$ cat src/shared/nis_pkg.sv
// Constants for the nested interrupt state logic
package nis_pkg;
  // -------------------------------------------
  // Sizes
  // -------------------------------------------
  localparam int NIRQ = 33;
  localparam int PW = 3;
  localparam int IW = 6;
  localparam int AW = 8;
  localparam int SW = 2;
  localparam int GW = 2;
  localparam int DW = 32;
  localparam int VW = 64;
  // -------------------------------------------
  // Register byte offsets
  // -------------------------------------------
  localparam logic [7:0] OFF_SETPEND0 = 8'h00;
  localparam logic [7:0] OFF_SETPEND1 = 8'h04;
  localparam logic [7:0] OFF_CLRPEND0 = 8'h08;
  localparam logic [7:0] OFF_CLRPEND1 = 8'h0c;
  localparam logic [7:0] OFF_ACTIVE0 = 8'h10;
  localparam logic [7:0] OFF_ACTIVE1 = 8'h14;
  localparam logic [7:0] OFF_ENABLE0 = 8'h18;
  localparam logic [7:0] OFF_ENABLE1 = 8'h1c;
  localparam logic [7:0] OFF_PULSE0 = 8'h20;
  localparam logic [7:0] OFF_PULSE1 = 8'h24;
  localparam logic [7:0] OFF_SOFTWARE_IRQ_TRIGGER = 8'h28;
  localparam logic [7:0] OFF_PRIGRP = 8'h2c;
  localparam logic [7:0] OFF_STATUS = 8'h30;
  localparam logic [7:0] OFF_MASK = 8'h34;
  localparam logic [7:0] OFF_ARB = 8'h38;
  localparam logic [7:0] OFF_PRI0 = 8'h40;
  localparam logic [7:0] OFF_PRILAST = 8'h60;
  // -------------------------------------------
  // Field positions
  // -------------------------------------------
  localparam int STS_NMI = 0;
  localparam int STS_PEND = 1;
  localparam int ARB_ID = 0;
  localparam int ARB_PRI = 8;
  localparam int ARB_VAL = 31;
  localparam int PRI_LANE = 8;
  localparam int PRI_PER_WORD = 4;
  // -------------------------------------------
  // Reset values
  // -------------------------------------------
  localparam logic [GW-1:0] RST_PRIGRP = 2'h0;
  localparam logic [SW-1:0] RST_MASK = 2'h0;
endpackage : nis_pkg

$ cat src/rtl/nis_ctrl.sv
// Nested interrupt state logic with an AHB-Lite register slave
`timescale 1ns/100ps
module nis_ctrl #(
  parameter int N = nis_pkg::NIRQ
) (
  // Clock and reset
  input logic hclk,
  input logic hresetn,
  // AHB-Lite slave
  input logic hsel,
  input logic [31:0] haddr,
  input logic [1:0] htrans,
  input logic hwrite,
  input logic [2:0] hsize,
  input logic [31:0] hwdata,
  input logic hready,
  output logic hreadyout,
  output logic hresp,
  output logic [31:0] hrdata,
  // Request lines
  input logic [N-1:0] irq_line,
  input logic nmi_line,
  // Processor handshake
  input logic core_enter,
  input logic [nis_pkg::IW-1:0] core_enter_id,
  input logic core_exit,
  input logic [nis_pkg::IW-1:0] core_exit_id,
  input logic nmi_ack,
  // Arbitration result, NMI request and interrupt output
  output logic irq_req,
  output logic [nis_pkg::IW-1:0] irq_id,
  output logic [nis_pkg::PW-1:0] irq_grp,
  output logic [nis_pkg::PW-1:0] irq_sub,
  output logic nmi_req,
  output logic irq_out
);
  // -------------------------------------------
  // State
  // -------------------------------------------
  typedef struct packed {
    logic [N-1:0] s1;
    logic [N-1:0] s2;
    logic [N-1:0] prv;
    logic [N-1:0] pend;
    logic [N-1:0] act;
    logic [N-1:0] en;
    logic [N-1:0] pls;
    logic [N-1:0][nis_pkg::PW-1:0] pri;
    logic [nis_pkg::GW-1:0] pg;
    logic n1;
    logic n2;
    logic np;
    logic nmi;
    logic [nis_pkg::SW-1:0] sts;
    logic [nis_pkg::SW-1:0] msk;
    logic dw;
    logic rd;
    logic rdy;
    logic resp;
    logic [nis_pkg::AW-1:0] da;
    logic [nis_pkg::DW-1:0] rdata;
    logic aval;
    logic [nis_pkg::IW-1:0] aid;
    logic [nis_pkg::PW-1:0] agrp;
    logic [nis_pkg::PW-1:0] asub;
    logic irq;
  } nis_st_t;

  localparam nis_st_t RST = '{
    rdy: 1'b1,
    pg: nis_pkg::RST_PRIGRP,
    msk: nis_pkg::RST_MASK,
    default: '0
  };

  nis_st_t r_r;
  nis_st_t r_nxt;

  logic acc;
  logic [N-1:0] rise;
  logic [N-1:0] setv;
  logic [N-1:0] clrv;
  logic [nis_pkg::VW-1:0] s64;
  logic [nis_pkg::VW-1:0] c64;
  logic [nis_pkg::VW-1:0] p64;
  logic [nis_pkg::VW-1:0] a64;
  logic [nis_pkg::VW-1:0] e64;
  logic [nis_pkg::VW-1:0] l64;
  logic [nis_pkg::DW-1:0] rd;
  logic [nis_pkg::SW-1:0] ev;
  logic [nis_pkg::SW-1:0] w1c;
  logic nrise;
  logic found;
  logic [nis_pkg::PW-1:0] bp;
  logic [nis_pkg::IW-1:0] bi;
  logic [nis_pkg::AW-1:0] pk;
  logic pwr;
  int idx;

  // -------------------------------------------
  // Next state
  // -------------------------------------------
  always_comb begin
    r_nxt = r_r;
    s64 = '0;
    c64 = '0;
    rd = '0;
    w1c = '0;
    pwr = 1'b0;
    found = 1'b0;
    bp = '1;
    bi = '0;
    idx = 0;
    // Two flops before any logic sees a pin
    r_nxt.s1 = irq_line;
    r_nxt.s2 = r_r.s1;
    r_nxt.prv = r_r.s2;
    r_nxt.n1 = nmi_line;
    r_nxt.n2 = r_r.n1;
    r_nxt.np = r_r.n2;
    rise = r_r.s2 & ~r_r.prv;
    nrise = r_r.n2 && !r_r.np;
    p64 = nis_pkg::VW'(r_r.pend);
    a64 = nis_pkg::VW'(r_r.act);
    e64 = nis_pkg::VW'(r_r.en);
    l64 = nis_pkg::VW'(r_r.pls);
    pk = (r_r.da - nis_pkg::OFF_PRI0) >> 2;
    // Address phase; reads take one wait state so
    // a write in the prior data phase is seen
    acc = hsel && htrans[1] && hready;
    r_nxt.dw = acc && hwrite;
    r_nxt.rd = acc && !hwrite;
    r_nxt.rdy = !(acc && !hwrite);
    r_nxt.resp = 1'b0;
    if (acc) begin
      r_nxt.da = haddr[nis_pkg::AW-1:0];
    end
    // ---------------------------------------
    // Register read
    // ---------------------------------------
    unique case (r_r.da)
      nis_pkg::OFF_SETPEND0,
      nis_pkg::OFF_CLRPEND0: rd = p64[31:0];
      nis_pkg::OFF_SETPEND1,
      nis_pkg::OFF_CLRPEND1: rd = p64[63:32];
      nis_pkg::OFF_ACTIVE0: rd = a64[31:0];
      nis_pkg::OFF_ACTIVE1: rd = a64[63:32];
      nis_pkg::OFF_ENABLE0: rd = e64[31:0];
      nis_pkg::OFF_ENABLE1: rd = e64[63:32];
      nis_pkg::OFF_PULSE0: rd = l64[31:0];
      nis_pkg::OFF_PULSE1: rd = l64[63:32];
      nis_pkg::OFF_PRIGRP: rd = nis_pkg::DW'(r_r.pg);
      nis_pkg::OFF_STATUS: rd = nis_pkg::DW'(r_r.sts);
      nis_pkg::OFF_MASK: rd = nis_pkg::DW'(r_r.msk);
      nis_pkg::OFF_ARB: begin
        rd[nis_pkg::ARB_ID +: nis_pkg::IW] = r_r.aid;
        rd[nis_pkg::ARB_PRI +: nis_pkg::PW] = {r_r.agrp} << r_r.pg
          | r_r.asub;
        rd[nis_pkg::ARB_VAL] = r_r.aval;
      end
      default: begin
        if (r_r.da >= nis_pkg::OFF_PRI0
            && r_r.da <= nis_pkg::OFF_PRILAST) begin
          for (int j = 0; j < nis_pkg::PRI_PER_WORD; j++) begin
            idx = int'(pk) * nis_pkg::PRI_PER_WORD + j;
            if (idx < N) begin
              rd[j*nis_pkg::PRI_LANE +: nis_pkg::PW] = r_r.pri[idx];
            end
          end
        end
      end
    endcase
    if (r_r.rd) begin
      r_nxt.rdata = rd;
    end
    // ---------------------------------------
    // Register write, data phase
    // ---------------------------------------
    if (r_r.dw) begin
      unique case (r_r.da)
        nis_pkg::OFF_SETPEND0: s64[31:0] = hwdata;
        nis_pkg::OFF_SETPEND1: s64[63:32] = hwdata;
        nis_pkg::OFF_CLRPEND0: c64[31:0] = hwdata;
        nis_pkg::OFF_CLRPEND1: c64[63:32] = hwdata;
        nis_pkg::OFF_ENABLE0: e64[31:0] = hwdata;
        nis_pkg::OFF_ENABLE1: e64[63:32] = hwdata;
        nis_pkg::OFF_PULSE0: l64[31:0] = hwdata;
        nis_pkg::OFF_PULSE1: l64[63:32] = hwdata;
        nis_pkg::OFF_SOFTWARE_IRQ_TRIGGER: begin
          s64[hwdata[nis_pkg::IW-1:0]] = 1'b1;
        end
        nis_pkg::OFF_PRIGRP: begin
          r_nxt.pg = hwdata[nis_pkg::GW-1:0];
        end
        nis_pkg::OFF_STATUS: w1c = hwdata[nis_pkg::SW-1:0];
        nis_pkg::OFF_MASK: r_nxt.msk = hwdata[nis_pkg::SW-1:0];
        default: begin
          pwr = r_r.da >= nis_pkg::OFF_PRI0
            && r_r.da <= nis_pkg::OFF_PRILAST;
        end
      endcase
    end
    r_nxt.en = e64[N-1:0];
    r_nxt.pls = l64[N-1:0];
    setv = s64[N-1:0];
    clrv = c64[N-1:0];
    // ---------------------------------------
    // Per-input state
    // ---------------------------------------
    // Clears first, sets last, so an event in
    // the clearing cycle survives
    for (int i = 0; i < N; i++) begin
      if (pwr && i / nis_pkg::PRI_PER_WORD == int'(pk)) begin
        r_nxt.pri[i] = hwdata[(i % nis_pkg::PRI_PER_WORD)
          * nis_pkg::PRI_LANE +: nis_pkg::PW];
      end
      if (core_exit && int'(core_exit_id) == i) begin
        r_nxt.act[i] = 1'b0;
        if (!r_r.pls[i]) begin
          r_nxt.pend[i] = r_r.s2[i];
        end
      end
      if (core_enter && int'(core_enter_id) == i) begin
        r_nxt.act[i] = 1'b1;
        r_nxt.pend[i] = 1'b0;
      end
      if (clrv[i]) begin
        if (r_r.pls[i]) begin
          r_nxt.pend[i] = 1'b0;
        end else if (!r_r.s2[i]) begin
          r_nxt.pend[i] = 1'b0;
        end
      end
      if (r_r.pls[i] && rise[i]) begin
        r_nxt.pend[i] = 1'b1;
      end
      if (!r_r.pls[i] && r_r.s2[i] && !r_r.act[i]
          && !(core_enter && int'(core_enter_id) == i)) begin
        r_nxt.pend[i] = 1'b1;
      end
      if (setv[i]) begin
        r_nxt.pend[i] = 1'b1;
      end
    end
    // ---------------------------------------
    // Non-maskable input
    // ---------------------------------------
    if (nmi_ack) begin
      r_nxt.nmi = 1'b0;
    end
    if (nrise) begin
      r_nxt.nmi = 1'b1;
    end
    // ---------------------------------------
    // Arbitration
    // ---------------------------------------
    // Walk downward so ties go to the lowest id
    for (int i = N - 1; i >= 0; i--) begin
      if (r_r.pend[i] && r_r.en[i] && !r_r.act[i]
          && (!found || r_r.pri[i] <= bp)) begin
        found = 1'b1;
        bp = r_r.pri[i];
        bi = nis_pkg::IW'(i);
      end
    end
    r_nxt.aval = found;
    r_nxt.aid = bi;
    r_nxt.agrp = bp >> r_r.pg;
    r_nxt.asub = bp & ~({nis_pkg::PW{1'b1}} << r_r.pg);
    // ---------------------------------------
    // Event status and interrupt output
    // ---------------------------------------
    ev = '0;
    ev[nis_pkg::STS_NMI] = nrise;
    ev[nis_pkg::STS_PEND] = |(r_nxt.pend & ~r_r.pend);
    r_nxt.sts = (r_r.sts & ~w1c) | ev;
    r_nxt.irq = |(r_nxt.sts & r_nxt.msk);
  end

  always_ff @(posedge hclk or negedge hresetn) begin
    if (!hresetn) begin
      r_r <= RST;
    end else begin
      r_r <= r_nxt;
    end
  end

  // -------------------------------------------
  // Outputs
  // -------------------------------------------
  assign hreadyout = r_r.rdy;
  assign hresp = r_r.resp;
  assign hrdata = r_r.rdata;
  assign irq_req = r_r.aval;
  assign irq_id = r_r.aid;
  assign irq_grp = r_r.agrp;
  assign irq_sub = r_r.asub;
  assign nmi_req = r_r.nmi;
  assign irq_out = r_r.irq;

  // Per input, so whichever line the bench drives is watched
  for (genvar g = 0; g < N; g++) begin : g_chk
    logic ent;
    logic ext;
    assign ent = core_enter && int'(core_enter_id) == g;
    assign ext = core_exit && int'(core_exit_id) == g;

  end
endmodule : nis_ctrl

$ cat config.mk
export PLATFORM = sky130hd
export DESIGN_NAME = nis_ctrl
export DESIGN_NICKNAME = d
export VERILOG_FILES = /design/src/shared/nis_pkg.sv /design/src/rtl/nis_ctrl.sv
export SDC_FILE = /design/constraint.sdc
export NUM_CORES = 1
export LEC_CHECK = 0
export BUFFER_PORTS_ARGS = -buffer_cell sky130_fd_sc_hd__buf_2
export CELL_PAD_IN_SITES_DETAIL_PLACEMENT = 1
export CELL_PAD_IN_SITES_GLOBAL_PLACEMENT = 2
export CORE_MARGIN = 5
export CORE_UTILIZATION = 40
export CTS_BUF_LIST = sky130_fd_sc_hd__clkbuf_16
export CTS_CLUSTER_DIAMETER = 50
export DETAILED_ROUTE_END_ITERATION = 8
export PLACE_DENSITY_LB_ADDON = 0.25
export SYNTH_ARGS = -nofsm -noshare
export SYNTH_HDL_FRONTEND = slang
export SYNTH_SLANG_ARGS = --single-unit
$ cat constraint.sdc
create_clock -name hclk -period 59.9 [get_ports hclk]
set_input_delay 2.995 -clock hclk [delete_from_list [all_inputs] [get_ports hclk]]
set_output_delay 2.995 -clock hclk [all_outputs]
set_load 0.05 [all_outputs]
Word level (Yosys, flattened, before mapping)

Cells that the tools add are included.

Equality and inequality tests: 86
Add/sub/neg operators: 4
Shifts and indexed selects: 3
Bitwise logic cells: 11
Order comparisons: 44
Reductions and logical operators: 528
Mux-type cells: 507

Operators by type and width:

| operator                                                    | count |
|---|---|
| 2-to-1 mux 1 bit                                            | 402 |
| logical AND 1 bit                                           | 312 |
| equality test 6 bit (second input constant)                 | 34 |
| 2-to-1 mux 6 bit                                            | 33 |
| 2-to-1 mux 3 bit                                            | 48 |
| logical NOT 1 bit                                           | 134 |
| equality test 6 x 5 -> 1 bit (second input constant)        | 16 |
| <= comparator 3 bit                                         | 32 |
| nonzero test 2 bit                                          | 34 |
| bitwise AND 33 bit                                          | 2 |
| 2-to-1 mux 33 bit                                           | 2 |
| inverter 33 bit                                             | 2 |
| one-hot mux 32 bit (2 select lines)                         | 1 |
| equality test 8 x 6 -> 1 bit (second input constant)        | 7 |
| binary-select mux 3 bit (select 6 bit)                      | 3 |
| equality test 6 x 4 -> 1 bit (second input constant)        | 8 |
| one-hot mux 3 bit (5 select lines)                          | 3 |
| one-hot mux 5 bit (4 select lines)                          | 2 |
| one-hot mux 3 bit (12 select lines)                         | 1 |
| OR reduction 33 bit                                         | 1 |
| equality test 8 x 5 -> 1 bit (second input constant)        | 4 |
| logical OR 1 bit                                            | 32 |
| 2-to-1 mux 32 bit                                           | 1 |
| less-than comparator 9 x 6 -> 1 bit (second input constant) | 3 |
| other kinds (42)                                            | 66 |

Logic and storage cells: 1274
Bits in registers: 397
Output and inout port bits: 49
Input bits: 123

Longest topological paths before layout

Depth in word-level cells: 132
Depth in mapped cells: 263
Depth with buffers taken out: 253

Least setup slack after synthesis

OpenSTA, ideal clock, no wires.

Path kind: reg-to-reg
Start: register r_r (netlist bit a64[32])
End: register r_r (netlist bit irq_grp[0])
Arrival: 43531 ps
Path slack: 16300 ps
Clock period less this slack: 43600 ps
Cell stages (with the launch flop): 249
Data required time: 59831 ps
Buffers on the path: 10
Library setup time: 69 ps
Cells stage by stage: dfrtp_1 and3b_1 buf_6 nand2b_1 ha_1 and3_1 a21oi_1 o21ai_0 o21ai_0 ha_1 nor2b_1 o21a_1 o211a_1 o221a_2 a21oi_1 ha_1 nand3_1 o21ai_0 [... 213 more ...] nor2b_1 o21a_1 o21ai_0 nand2_1 o41ai_2 a31o_2 a21oi_1 a21o_1 o21ai_0 ha_1 nor2b_1 o21ai_0 nand2b_1 a31oi_1 nor2_1 o211a_1 or4b_1 nand3_1

RTL lines:

| item                     | RTL line        | text |
|---|---|---|
| start: declaration       | nis_ctrl.sv:76  | `nis_st_t r_r;` |
| start signal: assignment | nis_ctrl.sv:284 | `r_r <= r_nxt;` |

==> summary.txt <==
Status
  • Status: completed

Die
  • Core area: 0.0578 mm^2
  • Die area: 0.0635 mm^2
  • Site Rows: 88
  • Die W: 252 um
  • Starting density of the core: 40.5%
  • Io pins: 172
  • Die H: 252 um

STA
  • TNS Setup: 0 ps
  • Fin. max-slew vios: 0
  • Clock skew: 29.8 ps
  • FMAX: 18.2 MHz
  • RSZ-0062 raised after global routing: no
  • Crit path time final: 55040 ps
  • Setup violations, final: 0
  • Slew @ Worst Pin: 1230 ps
  • WHS: 348 ps
  • Final hold vios: 0
  • Final period util: 91.9%
  • Slew headroom: 17.4%

Worst setup path
  • Setup slack, reg-to-reg: 4860 ps
  • Crit path largest cell delay: 980 ps
  • Kind of critical path: reg2reg
  • Arrival @ worst endpoint: 55580 ps
  • Worst Path Required: 60440 ps
  • CP endpoint kind: flop
  • CP max-delay cell: o31ai_1
  • Startpoint Class: flop
  • Critical path fanouts, max: 12
  • Crit-path most repeated cell: o21ai_0

Clocking
  • CTS tree: done
  • Total CTS buffers: 55
  • CTS Root Buffer Type: clkbuf_16
  • Post-CTS resize count: 0
  • Clk slew on worst S/H paths: 60 ps
  • Clock latency on the worst-skew pair: 620 ps
  • # H-tree levels: 2
  • Setup bufs post-CTS: 0
  • Clock sink count: 397
  • CTS Hold Bufs: 0
  • CTS max path bufs: 3

Synth
  • Synth warnings: 0
  • Post-synth top cells: 396 x dfrtp_1, 252 x nand2_1, 176 x mux2_2, 149 x o21ai_0, 145 x inv_1
  • Seq cells post-synth: 397
  • Asr flop ratio synth: 100%
  • Number of flops mapped to enable cells by yosys: 0
  • Main area contributors after synthesis: dfrtp_1 42%, mux2_2 8.5%, ha_1 5.3%, nand2_1 4.0%, o21ai_0 3.2%
  • Netlist cell types: 96
  • Cells after Synth: 2391
  • Seq/Total Area, Yosys: 42.5%
  • Yosys top cell by area: dfrtp_1
  • Synthesized area per cell: 9.79 um^2
  • Synthesized net count: 2613
  • Share of the synthesized area in the top cell type: 42.3%
  • Cell area after synthesis: 0.0234 mm^2
  • Top FF cell, synth: dfrtp_1
  • Most common cell in the netlist: dfrtp_1

Global route
  • Initial antenna violation count: 1
  • Total grt overflow: 0
  • Pin count of the biggest net entering global routing: 179
  • Number of global-route vias before repair: 21400
  • Overall routing resource usage: 29.1%
  • First-pass GRT wire length: 141 mm

Place
  • I/O Buffers: 142
  • Gp weighted congestion: 0.954
  • HPWL after DPL: 70.0 mm

Final layout
  • Final core occ: 45.8%
  • Layout cells sized above 1: 21.0%
  • Fill count: 6552
  • Nets@finish: 2695
  • Area Growth Syn to Fin: 13.1%
  • N_diodes: 0

Drt
  • WL/cell: 28.8 um
  • Initial DRC Count: 1759
  • Via count: 20500
  • DR pass1 iterations: 8
  • Detail Route Antenna Nets: 0
  • Drt drc: 0
  • Final WL: 94.4 mm
  • Via/cell ratio: 6.24

Job
  • Max cap viols: 0

Hold path
  • Hold Path Class: reg2reg
metal layers:
| layer | GRT usage (%) | vias to the layer above | share of wire [%] |
|---|---|---|---|
| met5 | 0 | - | 0 |
| met4 | 11.8 | 0 | 4.7 |
| met3 | 4.45 | 201 | 5.7 |
| met2 | 46.8 | 704 | 46 |
| met1 | 39.6 | 10600 | 43 |
| li1 | - | 8963 | - |
critical path, delay by kind of cell (launching register included):
kind / cells / cell delay, ps
compound gates: 124 / 28040
simple gates: 69 / 13950
fa+ha+maj: 32 / 9050
mux: 7 / 2650
buf+inv: 7 / 800
flops: 1 / 400
path summary, 6_finish.rpt:
check	startpoint	to	cells after the start
worst max-delay path	a64[32]	irq_grp[0]	239
min in group asynchronous	hresetn	r_r[147]	1
max in group asynchronous	hresetn	r_r[109]	3
worst min register to register	r_nxt[356]	r_nxt[323]	0
worst max register to register	a64[32]	irq_grp[0]	239
worst min-delay path	r_nxt[356]	r_nxt[323]	0
per-stage QoR:
step,instance area [um^2],setup WS (ps),instances
2_1_floorplan,23400,16300,2391
3_3_place_gp,24600,7620,3181
3_5_place_dp,24600,6160,3181
4_1_cts,26500,5890,3282
5_1_grt,26500,947,3282
6_report,26500,4860,3282
registers in the layout, summed over array words and instances (netlist names):
signal and cells:
a64 33, hrdata 32, hreadyout 1, irq_grp 3, irq_id 6, irq_out 1
irq_req 1, irq_sub 3, nmi_req 1, p64 33, r_nxt 68, r_r 215
cells by family (layout without fill, tap and decap cells):
kind of cell    after synthesis  count (layout)  synth area share [%]
fa+ha+maj                    99              99                  5.29
compound gates              647             647                  19.4
flops                       397             397                  42.5
buf+inv                     289             415                  5.45
other cells                   1               1                0.0160
mux                         220             220                  11.6
simple gates                738             738                  15.8
cell type report:
class                   instances  area, um^2  area share [%]
clock buffers                  55        1380            5.20
clock inverters                46         505            1.91
inverters                     147         552            2.08
multi-input cells            1705       12200            46.2
flip-flops and latches        397        9940            37.5
well taps                     765         957            3.62
repair buffers                167         921            3.48
layout by cell type (no fill, tap or decap), types with 17 or more instances in the layout:
master and n:
mux4_2 24, clkbuf_16 55, dfrtp_1 394, nand2_1 252, nand3_1 71, nor2_1 124, mux2_2 176, o21a_1 28
nand3b_1 39, mux2i_1 20, o21ai_0 149, a211oi_1 20, ha_1 99, a22oi_1 18, nand2b_1 32, o211ai_1 17
a222oi_1 28, nor2b_1 53, a21boi_0 23, nor3_1 39, a21o_1 19, inv_1 149, o31ai_1 19, buf_4 24
a21oi_1 98, a31oi_1 23, buf_2 141, or2_2 23, o22ai_1 38
Power is left out: the tool's default activity adds up to more than one toggle a clock period on the data nets, which glitch-free logic cannot reach.
